### src/pkg/lsm_pkg.sv
// constants for the display screen memory control block
package lsm_pkg;
   localparam logic [7:0] ADDR_DISPLAY_CONFIG = 8'h95;
   localparam logic [7:0] ADDR_DISPLAY_CLOCK_BLINK = 8'h96;
   localparam logic [7:0] ADDR_DISPLAY_VOLTAGE_CONFIG = 8'h9C;
   localparam logic [7:0] ADDR_DISPLAY_MEMORY_POINTER = 8'hAC;
   localparam logic [7:0] ADDR_DISPLAY_MEMORY_DATA = 8'hAE;
   localparam logic [7:0] ADDR_DISPLAY_SCREEN_CONFIG = 8'hB1;
   localparam logic [7:0] RESET_BYTE = 8'h00;
   localparam int NUM_BANKS = 4;
   localparam int BANK_BYTES = 15;
   localparam logic [3:0] LAST_BYTE_ADDR = 4'hE;
   // display_config fields
   localparam int CFG_DISPLAY_ENABLE_BIT = 7;
   localparam int CFG_MEMORY_CLEAR_BIT = 6;
   localparam int CFG_BLINK_ENABLE_BIT = 5;
   localparam int CFG_SLEEP_DISPLAY_OFF_BIT = 4;
   // display_clock_blink fields
   localparam int BLINK_MODE_HI = 7;
   localparam int BLINK_MODE_LO = 6;
   localparam int BLINK_RATE_HI = 5;
   localparam int BLINK_RATE_LO = 4;
   // display_voltage_config fields
   localparam int VOLT_EXT_LADDER_BIT = 6;
   localparam int BIAS_HI = 5;
   localparam int BIAS_LO = 0;
   // display_screen_config fields
   localparam int SCR_AUTO_SCROLL_BIT = 7;
   localparam int SCR_SELECT_HI = 3;
   localparam int SCR_SELECT_LO = 2;
   localparam int SCR_FREEZE_BIT = 0;
   // display_memory_pointer fields, plus REF_ENABLE_BIT, which is unused
   localparam int PTR_WRITE_BIT = 7;
   localparam int PTR_SCREEN_HI = 5;
   localparam int PTR_SCREEN_LO = 4;
   localparam int PTR_ADDR_HI = 3;
   localparam int PTR_ADDR_LO = 0;
   localparam logic [7:0] PTR_WRITE_MASK = 8'hBF;
   localparam int REF_ENABLE_BIT = 3;
endpackage

### src/verilog/lsm_display_control.sv
// display screen memory control: registers, scroll, freeze, power gating
// Function
// auto scroll steps screens only with scroll enable and blink enable set
// both blink mode bits set makes scroll rate follow blink rate bits
// auto scrolling keeps running in all power modes
// memory is four banks of fifteen bytes, bank chosen by two bits
// low nibble drives even segment, high nibble odd, bit per common
// memory contents kept in deep power saving mode
// pointer write picks screen and byte and starts a transfer
// freeze bit holds shown data; software sets it while updating
// software loads data register before pointer write, matching screen
// pointer write with top bit set stores data byte into memory
// pointer write with top bit clear loads memory byte into data reg
// voltage select resets to pump; one selects external ladder
// pump selected and display disabled turns voltage generation off
// six bit bias level picks one of 64 pump bias voltages
// external ladder: no on-chip generation, bias level ignored
// in deep sleep display on only if sleep-off clear and enable set
// display works in deep sleep only with reference enable set
// display off keeps configuration and all screen memory
// pointer: direction bit 7, reserved 6, screen 5:4, address 3:0
// memory clear bit or power-on reset zeroes all display memory
// without freeze the selected screen bits choose the shown screen; while auto scroll is active the scroll counter chooses instead
// pointer read completes at once, data readable next instruction
// each blink period advances to next bank, wrapping after last
`timescale 1ns/1ps
module lsm_display_control (
   input wire logic core_clk_in,
   input wire logic rst_n_in,
   input wire logic [7:0] sfr_addr_in,
   input wire logic sfr_write_in,
   input wire logic [7:0] sfr_wdata_in,
   output logic [7:0] sfr_rdata_out,
   input wire logic blink_tick_in,
   input wire logic deep_power_saving_mode_in,
   input wire logic reference_enable_in,
   output logic display_on_out,
   output logic pump_enable_out,
   output logic external_ladder_select_out,
   output logic [5:0] bias_level_out,
   output logic blink_enable_out,
   output logic [1:0] blink_mode_select_out,
   output logic [1:0] blink_rate_select_out,
   output logic scroll_active_out,
   output logic [1:0] shown_screen_out,
   output logic [8*lsm_pkg::BANK_BYTES-1:0] segment_data_out
);
   logic [7:0] display_config;
   logic [7:0] display_clock_blink;
   logic [7:0] display_voltage_config;
   logic [7:0] display_memory_pointer;
   logic [7:0] display_memory_data;
   logic [7:0] display_screen_config;
   logic [1:0] scroll_screen;
   logic [1:0] frozen_screen;
   logic [8*lsm_pkg::BANK_BYTES-1:0] frozen_bytes;
   logic [7:0] next_display_config;
   logic [7:0] next_display_clock_blink;
   logic [7:0] next_display_voltage_config;
   logic [7:0] next_display_memory_pointer;
   logic [7:0] next_display_memory_data;
   logic [7:0] next_display_screen_config;
   logic [1:0] next_scroll_screen;
   logic [1:0] next_frozen_screen;
   logic [8*lsm_pkg::BANK_BYTES-1:0] next_frozen_bytes;
   logic [1:0] ref_sync;
   logic [1:0] psm_sync;
   logic [1:0] tick_sync;
   logic tick_last;
   logic tick_rise;
   logic ptr_write;
   logic mem_write;
   logic mem_clear;
   logic freeze;
   logic scroll_on;
   logic [1:0] live_screen;
   logic [1:0] ptr_bank;
   logic [3:0] ptr_addr;
   logic [7:0] mem_rdata;
   logic [8*lsm_pkg::BANK_BYTES-1:0] live_bytes;

   // power and tick inputs come from other domains
   always_ff @(posedge core_clk_in or negedge rst_n_in) begin
      if (!rst_n_in) begin
         ref_sync <= 2'h0;
         psm_sync <= 2'h0;
         tick_sync <= 2'h0;
         tick_last <= 1'h0;
      end else begin
         ref_sync <= {ref_sync[0], reference_enable_in};
         psm_sync <= {psm_sync[0], deep_power_saving_mode_in};
         tick_sync <= {tick_sync[0], blink_tick_in};
         tick_last <= tick_sync[1];
      end
   end
   assign tick_rise = tick_sync[1] & ~tick_last;

   assign ptr_write = sfr_write_in &&
      sfr_addr_in == lsm_pkg::ADDR_DISPLAY_MEMORY_POINTER;
   assign ptr_bank = sfr_wdata_in[lsm_pkg::PTR_SCREEN_HI:
                                  lsm_pkg::PTR_SCREEN_LO];
   assign ptr_addr = sfr_wdata_in[lsm_pkg::PTR_ADDR_HI:
                                  lsm_pkg::PTR_ADDR_LO];
   assign mem_write = ptr_write &&
      sfr_wdata_in[lsm_pkg::PTR_WRITE_BIT];
   // clear bit self-clears; clearing is one edge long
   assign mem_clear = display_config[lsm_pkg::CFG_MEMORY_CLEAR_BIT];
   assign freeze = display_screen_config[lsm_pkg::SCR_FREEZE_BIT];
   // scroll ignores power mode on purpose
   assign scroll_on =
      display_screen_config[lsm_pkg::SCR_AUTO_SCROLL_BIT] &&
      display_config[lsm_pkg::CFG_BLINK_ENABLE_BIT];
   assign live_screen = scroll_on ? scroll_screen :
      display_screen_config[lsm_pkg::SCR_SELECT_HI:
                            lsm_pkg::SCR_SELECT_LO];

   lsm_screen_memory lsm_screen_memory_inst (
      .core_clk_in(core_clk_in),
      .rst_n_in(rst_n_in),
      .clear_in(mem_clear),
      .write_in(mem_write),
      .cpu_bank_in(ptr_bank),
      .cpu_addr_in(ptr_addr),
      .cpu_data_in(display_memory_data),
      .cpu_data_out(mem_rdata),
      .show_bank_in(live_screen),
      .show_bytes_out(live_bytes)
   );

   always_comb begin
      next_display_config = display_config;
      next_display_clock_blink = display_clock_blink;
      next_display_voltage_config = display_voltage_config;
      next_display_memory_pointer = display_memory_pointer;
      next_display_memory_data = display_memory_data;
      next_display_screen_config = display_screen_config;
      next_display_config[lsm_pkg::CFG_MEMORY_CLEAR_BIT] = 1'b0;
      if (sfr_write_in) begin
         case (sfr_addr_in)
            lsm_pkg::ADDR_DISPLAY_CONFIG: begin
               next_display_config = sfr_wdata_in;
            end
            lsm_pkg::ADDR_DISPLAY_CLOCK_BLINK: begin
               next_display_clock_blink = sfr_wdata_in;
            end
            lsm_pkg::ADDR_DISPLAY_VOLTAGE_CONFIG: begin
               next_display_voltage_config = sfr_wdata_in;
            end
            lsm_pkg::ADDR_DISPLAY_MEMORY_POINTER: begin
               next_display_memory_pointer =
                  sfr_wdata_in & lsm_pkg::PTR_WRITE_MASK;
            end
            lsm_pkg::ADDR_DISPLAY_MEMORY_DATA: begin
               next_display_memory_data = sfr_wdata_in;
            end
            lsm_pkg::ADDR_DISPLAY_SCREEN_CONFIG: begin
               next_display_screen_config = sfr_wdata_in;
            end
            default: begin
               next_display_config[lsm_pkg::CFG_MEMORY_CLEAR_BIT] = 1'b0;
            end
         endcase
      end
      // read lands in data register on the pointer write edge
      if (ptr_write && !sfr_wdata_in[lsm_pkg::PTR_WRITE_BIT]) begin
         next_display_memory_data = mem_rdata;
      end
   end

   always_ff @(posedge core_clk_in or negedge rst_n_in) begin
      if (!rst_n_in) begin
         display_config <= lsm_pkg::RESET_BYTE;
         display_clock_blink <= lsm_pkg::RESET_BYTE;
         display_voltage_config <= lsm_pkg::RESET_BYTE;
         display_memory_pointer <= lsm_pkg::RESET_BYTE;
         display_memory_data <= lsm_pkg::RESET_BYTE;
         display_screen_config <= lsm_pkg::RESET_BYTE;
      end else begin
         display_config <= next_display_config;
         display_clock_blink <= next_display_clock_blink;
         display_voltage_config <= next_display_voltage_config;
         display_memory_pointer <= next_display_memory_pointer;
         display_memory_data <= next_display_memory_data;
         display_screen_config <= next_display_screen_config;
      end
   end

   // scroll and freeze state
   always_comb begin
      next_scroll_screen = scroll_screen;
      next_frozen_screen = frozen_screen;
      next_frozen_bytes = frozen_bytes;
      if (scroll_on && tick_rise) begin
         next_scroll_screen = scroll_screen + 2'h1;
      end
      // snapshot follows live view until freeze is raised
      if (!freeze) begin
         next_frozen_screen = live_screen;
         next_frozen_bytes = live_bytes;
      end
   end

   always_ff @(posedge core_clk_in or negedge rst_n_in) begin
      if (!rst_n_in) begin
         scroll_screen <= 2'h0;
         frozen_screen <= 2'h0;
         frozen_bytes <= '0;
      end else begin
         scroll_screen <= next_scroll_screen;
         frozen_screen <= next_frozen_screen;
         frozen_bytes <= next_frozen_bytes;
      end
   end

   // outputs: freeze keeps previous picture on the glass
   always_comb begin
      segment_data_out = freeze ? frozen_bytes : live_bytes;
      shown_screen_out = freeze ? frozen_screen : live_screen;
      scroll_active_out = scroll_on;
      blink_enable_out = display_config[lsm_pkg::CFG_BLINK_ENABLE_BIT];
      blink_mode_select_out = display_clock_blink[lsm_pkg::BLINK_MODE_HI:
                                                  lsm_pkg::BLINK_MODE_LO];
      // rate bits only count when both mode bits are set
      if (blink_mode_select_out == 2'h3) begin
         blink_rate_select_out = display_clock_blink[lsm_pkg::BLINK_RATE_HI:
                                                     lsm_pkg::BLINK_RATE_LO];
      end else begin
         blink_rate_select_out = 2'h0;
      end
      external_ladder_select_out =
         display_voltage_config[lsm_pkg::VOLT_EXT_LADDER_BIT];
      // display off touches no register nor memory
      if (psm_sync[1]) begin
         display_on_out = display_config[lsm_pkg::CFG_DISPLAY_ENABLE_BIT] &&
            !display_config[lsm_pkg::CFG_SLEEP_DISPLAY_OFF_BIT] &&
            ref_sync[1];
      end else begin
         display_on_out = display_config[lsm_pkg::CFG_DISPLAY_ENABLE_BIT];
      end
      pump_enable_out = display_on_out && !external_ladder_select_out;
      if (external_ladder_select_out) begin
         bias_level_out = 6'h00;
      end else begin
         bias_level_out = display_voltage_config[lsm_pkg::BIAS_HI:
                                                 lsm_pkg::BIAS_LO];
      end
   end

   // register read mux, unmapped reads zero
   always_comb begin
      case (sfr_addr_in)
         lsm_pkg::ADDR_DISPLAY_CONFIG: sfr_rdata_out = display_config;
         lsm_pkg::ADDR_DISPLAY_CLOCK_BLINK: begin
            sfr_rdata_out = display_clock_blink;
         end
         lsm_pkg::ADDR_DISPLAY_VOLTAGE_CONFIG: begin
            sfr_rdata_out = display_voltage_config;
         end
         lsm_pkg::ADDR_DISPLAY_MEMORY_POINTER: begin
            sfr_rdata_out = display_memory_pointer;
         end
         lsm_pkg::ADDR_DISPLAY_MEMORY_DATA: begin
            sfr_rdata_out = display_memory_data;
         end
         lsm_pkg::ADDR_DISPLAY_SCREEN_CONFIG: begin
            sfr_rdata_out = display_screen_config;
         end
         default: sfr_rdata_out = lsm_pkg::RESET_BYTE;
      endcase
   end
endmodule

### src/verilog/lsm_screen_memory.sv
// four banks of fifteen display bytes with clear, one cpu port and a whole-bank show port
`timescale 1ns/1ps
module lsm_screen_memory (
   input wire logic core_clk_in,
   input wire logic rst_n_in,
   input wire logic clear_in,
   input wire logic write_in,
   input wire logic [1:0] cpu_bank_in,
   input wire logic [3:0] cpu_addr_in,
   input wire logic [7:0] cpu_data_in,
   output logic [7:0] cpu_data_out,
   input wire logic [1:0] show_bank_in,
   output logic [8*lsm_pkg::BANK_BYTES-1:0] show_bytes_out
);
   logic [7:0] mem [lsm_pkg::NUM_BANKS][lsm_pkg::BANK_BYTES];
   logic [7:0] next_mem [lsm_pkg::NUM_BANKS][lsm_pkg::BANK_BYTES];
   logic [7:0] rd_byte;

   // combinational read so a pointer write can load data in the same edge
   always_comb begin
      if (cpu_addr_in <= lsm_pkg::LAST_BYTE_ADDR) begin
         rd_byte = mem[cpu_bank_in][cpu_addr_in];
      end else begin
         rd_byte = lsm_pkg::RESET_BYTE;
      end
   end
   assign cpu_data_out = rd_byte;

   always_comb begin
      next_mem = mem;
      if (clear_in) begin
         for (int b = 0; b < lsm_pkg::NUM_BANKS; b++) begin
            for (int i = 0; i < lsm_pkg::BANK_BYTES; i++) begin
               next_mem[b][i] = lsm_pkg::RESET_BYTE;
            end
         end
      end else if (write_in && cpu_addr_in <= lsm_pkg::LAST_BYTE_ADDR) begin
         next_mem[cpu_bank_in][cpu_addr_in] = cpu_data_in;
      end
   end

   // no power-state input: contents survive sleep and display off
   always_ff @(posedge core_clk_in or negedge rst_n_in) begin
      if (!rst_n_in) begin
         for (int b = 0; b < lsm_pkg::NUM_BANKS; b++) begin
            for (int i = 0; i < lsm_pkg::BANK_BYTES; i++) begin
               mem[b][i] <= lsm_pkg::RESET_BYTE;
            end
         end
      end else begin
         mem <= next_mem;
      end
   end

   // low nibble even segment, high nibble odd segment
   genvar g;
   generate
      for (g = 0; g < lsm_pkg::BANK_BYTES; g++) begin : g_show
         assign show_bytes_out[8*g +: 8] = mem[show_bank_in][g];
      end
   endgenerate
endmodule

### config.mk
export PLATFORM = sky130hd
export DESIGN_NAME = lsm_display_control
export DESIGN_NICKNAME = d
export VERILOG_FILES = /design/src/pkg/lsm_pkg.sv /design/src/verilog/lsm_display_control.sv /design/src/verilog/lsm_screen_memory.sv
export SDC_FILE = /design/constraint.sdc
export NUM_CORES = 1
export LEC_CHECK = 0
export BUFFER_PORTS_ARGS = -buffer_cell sky130_fd_sc_hd__buf_2
export CAP_MARGIN = 20
export CORE_AREA = 2 2 316 318
export DETAILED_ROUTE_END_ITERATION = 16
export DIE_AREA = 0 0 318 320
export GPL_ROUTABILITY_DRIVEN = 0
export PLACE_DENSITY_LB_ADDON = 0.05
export SETUP_SLACK_MARGIN = 0.2
export SLEW_MARGIN = 5
export SYNTH_ARGS = -nofsm -noshare
export SYNTH_HDL_FRONTEND = slang
export SYNTH_SLANG_ARGS = --single-unit
### constraint.sdc
create_clock -name core_clk_in -period 6.2 [get_ports core_clk_in]
set_clock_uncertainty 0.15 [all_clocks]
set_input_delay 1.24 -clock core_clk_in [delete_from_list [all_inputs] [get_ports core_clk_in]]
set_output_delay 1.24 -clock core_clk_in [all_outputs]
set_load 0.005 [all_outputs]
==> flow_metrics.tcl <==
set metrics [dict create \
    status "complete, no violations" \
    clock_sinks 658 \
    placementRows 115 \
    totalWireLength_um 140000 \
    rsz0062_at_grt "no" \
    grt-ovfl-total 0 \
    crit_fanout 23 \
    synth_largest_area_cell "dfrtp_1" \
    cp-start-kind "flop" \
    start_util_pct 34.9 \
    netlist_area_um2 34200 \
    viasPerCell 5.65 \
    die_w_um 318 \
    numCtsBuffers 84 \
    r2r_end "frozen_bytes[71]$_DFF_PN0_" \
    io_pins 167 \
    holdCritPathClass "flop to flop" \
    final_nets 3958 \
    vias 29900 \
    fillers 9829 \
    h-tree-depth 3 \
    cts_tree "built" \
    drc 0 \
    whs_path_depth 0 \
    yosys-top-cells-area "dfrtp_1 48%, nand2_1 16%, a21oi_1 7.1%, mux4_2 6.1%, a211oi_1 3.0%" \
    drt_first_pass_iters 5 \
    max-slew-margin-rel_pct 26.6 \
    drv_slew 0 \
    holdWs_ps 197 \
    period_minus_slack_ps 5300 \
    area_growth_pct 15.0 \
    crit_arrival_ps 3910 \
    final_antenna_net_count 0 \
    ctsHoldBuffers 0 \
    clockRootBuffer "clkbuf_16" \
    synth_top_area_share_pct 48.1 \
    clk_latency_ps 670 \
    layout_setup_ws_ps 901 \
    ys_top_cells_by_count "1427 x nand2_1, 658 x dfrtp_1, 483 x a21oi_1" \
    core-area_um2 98000 \
    seqCellArea_um2 16500 \
    hold_path_startpoint "psm_sync[0]$_DFF_PN0_" \
    worstRegToRegCells 6 \
    finalSetupViolations 0 \
    drive_gt1_share_pct 15.3 \
    hold_end "psm_sync[1]$_DFF_PN0_" \
    grt_pass1_wl_um 210000 \
    synth-seq-cells 658 \
    grt_max_degree 188 \
    portBuffers 166 \
    cp-end-kind "output port" \
    finalNonFillerCells 5291 \
    synth_edf_count 0 \
    slowest_delay_ps 770 \
    drt-initial-drc-count 2832 \
    place_inst 5137 \
    crit_type "flop to output port" \
    grt_pass1_vias 29300 \
    netlist_instances 3885 \
    synthesis.nets 3907 \
    yosysSeqAreaShare_pct 48.1 \
    die_area_um2 102000 \
    ys.flop_type "dfrtp_1" \
    grt_use_total_pct 27.4 \
    ys_warn_count 0 \
    cts-resized-gates 0 \
    hold_viol 0 \
    r2r-start "display_config[5]$_DFFE_PN0P_" \
    p_leak_uw 0.0165 \
    cpMostUsedCell "nand2_1" \
    power_density_nw_per_um2 262 \
    max_freq_mhz 189 \
    route.detailed.wl_per_inst_um 26.5 \
    cp.required_ps 4810 \
    async_flop_share_pct 100 \
    fin_crit_sh_pct 85.5 \
    path_cells "nand2_1 > mux2i_4 > buf_4 > nand2_1 > and3_1 > o31ai_1 > buf_2" \
    r2r_setup_slack_ps 2870 \
    tns_ps 0 \
    worst_slew_pin_slew_ps 1100 \
    place_ws_ps 1580 \
    cts_setup_buffers 0 \
    synth_cell_types 68 \
    ctsLongestPathBuffers 3 \
    ir_worst_vdd_mv 0.207 \
    synthMostInstantiatedCell "nand2_1" \
    clkTransAtPathRegs_ps 60 \
    diodes 0 \
    die_h_um 320 \
    multi_input_area_um2 16500 \
    cp_slowest_cell "mux2i_4" \
    antenna_found_initial 4 \
    syn_area_per_cell_um2 8.81 \
    drv_cap 0 \
    hpwl_um 87900 \
]
## through the flow
stage	utilization [%]	power (µW)	instance area, µm²
floorplan	-	4820	34200
global placement	37.2	5230	36500
global route	40.2	10700	39400
finish	40.2	10300	39400
detailed placement	37.2	5230	36500
CTS	40.2	10400	39400
## registers in the layout (all words and copies together) (netlist names)
| signal | count |
|---|---|
| frozen_screen | 2 |
| display_config | 8 |
| ref_sync | 2 |
| display_screen_config | 8 |
| display_voltage_config | 8 |
| tick_sync | 2 |
| psm_sync | 2 |
| frozen_bytes | 120 |
| lsm_screen_memory_inst.mem | 480 |
| display_clock_blink | 8 |
| tick_last | 1 |
| scroll_screen | 2 |
| display_memory_data | 8 |
| display_memory_pointer | 7 |
## critical path, delay by kind of cell, from the launching register on
| kind | cells | cell delay (ps) |
|---|---|---|
| AO/OA/AOI/OAI | 1 | 770 |
| buffers and inverters | 2 | 700 |
| flip-flops | 1 | 400 |
| AND/OR/NAND/NOR | 3 | 580 |
| multiplexers | 1 | 770 |
## worst max path at each step
| stage | endpoint | from | slack, ps |
|---|---|---|---|
| finish | segment_data_out[71] | display_config[5]$_DFFE_PN0P_ | 900 |
| global route | segment_data_out[71] | display_config[5]$_DFFE_PN0P_ | 820 |
| CTS | segment_data_out[53] | display_config[5]$_DFFE_PN0P_ | 920 |
| detailed placement | sfr_rdata_out[7] | sfr_addr_in[4] | 1580 |
| global placement | sfr_rdata_out[7] | sfr_addr_in[4] | 1550 |
| floorplan | sfr_rdata_out[0] | sfr_addr_in[1] | 2280 |
## per-layer routing
layer  vias to the layer above  share of wire (%)  GRT usage (%)
li1                      13500                  -              -
met1                     15200                 46           39.5
met2                       970                 46           42.8
met3                       181                6.0           4.16
met4                         4                2.3           7.43
met5                         -              0.019              0
## layout make-up
class | instances | area share (%)
Inverter | 13 | 0.124
Clock buffer | 125 | 6.45
Timing Repair Buffer | 266 | 4.62
Tap cell | 1287 | 4.09
Sequential cell | 658 | 41.9
Multi-Input combinational cell | 2913 | 41.9
Clock inverter | 29 | 0.906
## cells by family (layout without fill, tap and decap cells)
kind of cell	after synthesis	in the layout	synth area share, %
muxes	184	184	9.01
DFF	658	658	48.1
xor gates and xnor gates	2	2	0.0512
buffers and inverters	314	433	3.89
AOI/OAI and AO/OA	856	856	15.2
and+or+nand+nor	1871	1871	23.8
## cells in the final DEF, fill, tap and decap left out, types with 5 or more instances in the layout
master / instances
and2_1: 122
nand2b_1: 11
nor2_4: 10
mux2i_1: 28
a21oi_1: 483
nor4_2: 5
mux2_2: 58
a2111oi_0: 7
dfrtp_1: 648
clkbuf_16: 87
buf_12: 17
and3_1: 124
inv_1: 12
or3_1: 5
nand2_1: 1427
nand4_1: 7
bufinv_16: 7
o22ai_1: 29
nand3_1: 22
o21ai_0: 21
buf_2: 163
o211ai_1: 7
clkbuf_8: 23
mux4_2: 92
or2_2: 6
a32oi_1: 6
a221oi_1: 5
a22oi_1: 19
dfrtp_2: 8
nor3_2: 12
buf_4: 83
o31ai_1: 120
clkinv_2: 16
nand3b_1: 5
clkbuf_1: 16
nor2b_1: 25
a222oi_1: 7
nor2_1: 64
a211oi_1: 139
## where the power goes
part	switching, µW	total, µW	internal, µW	leakage, µW
registers	51.5	4410	4350	0.00913
logic	551	738	187	0.00593
clock network	2050	5180	3120	0.00144
total	2660	10300	7660	0.0165
(Power assumes the default switching activity.)
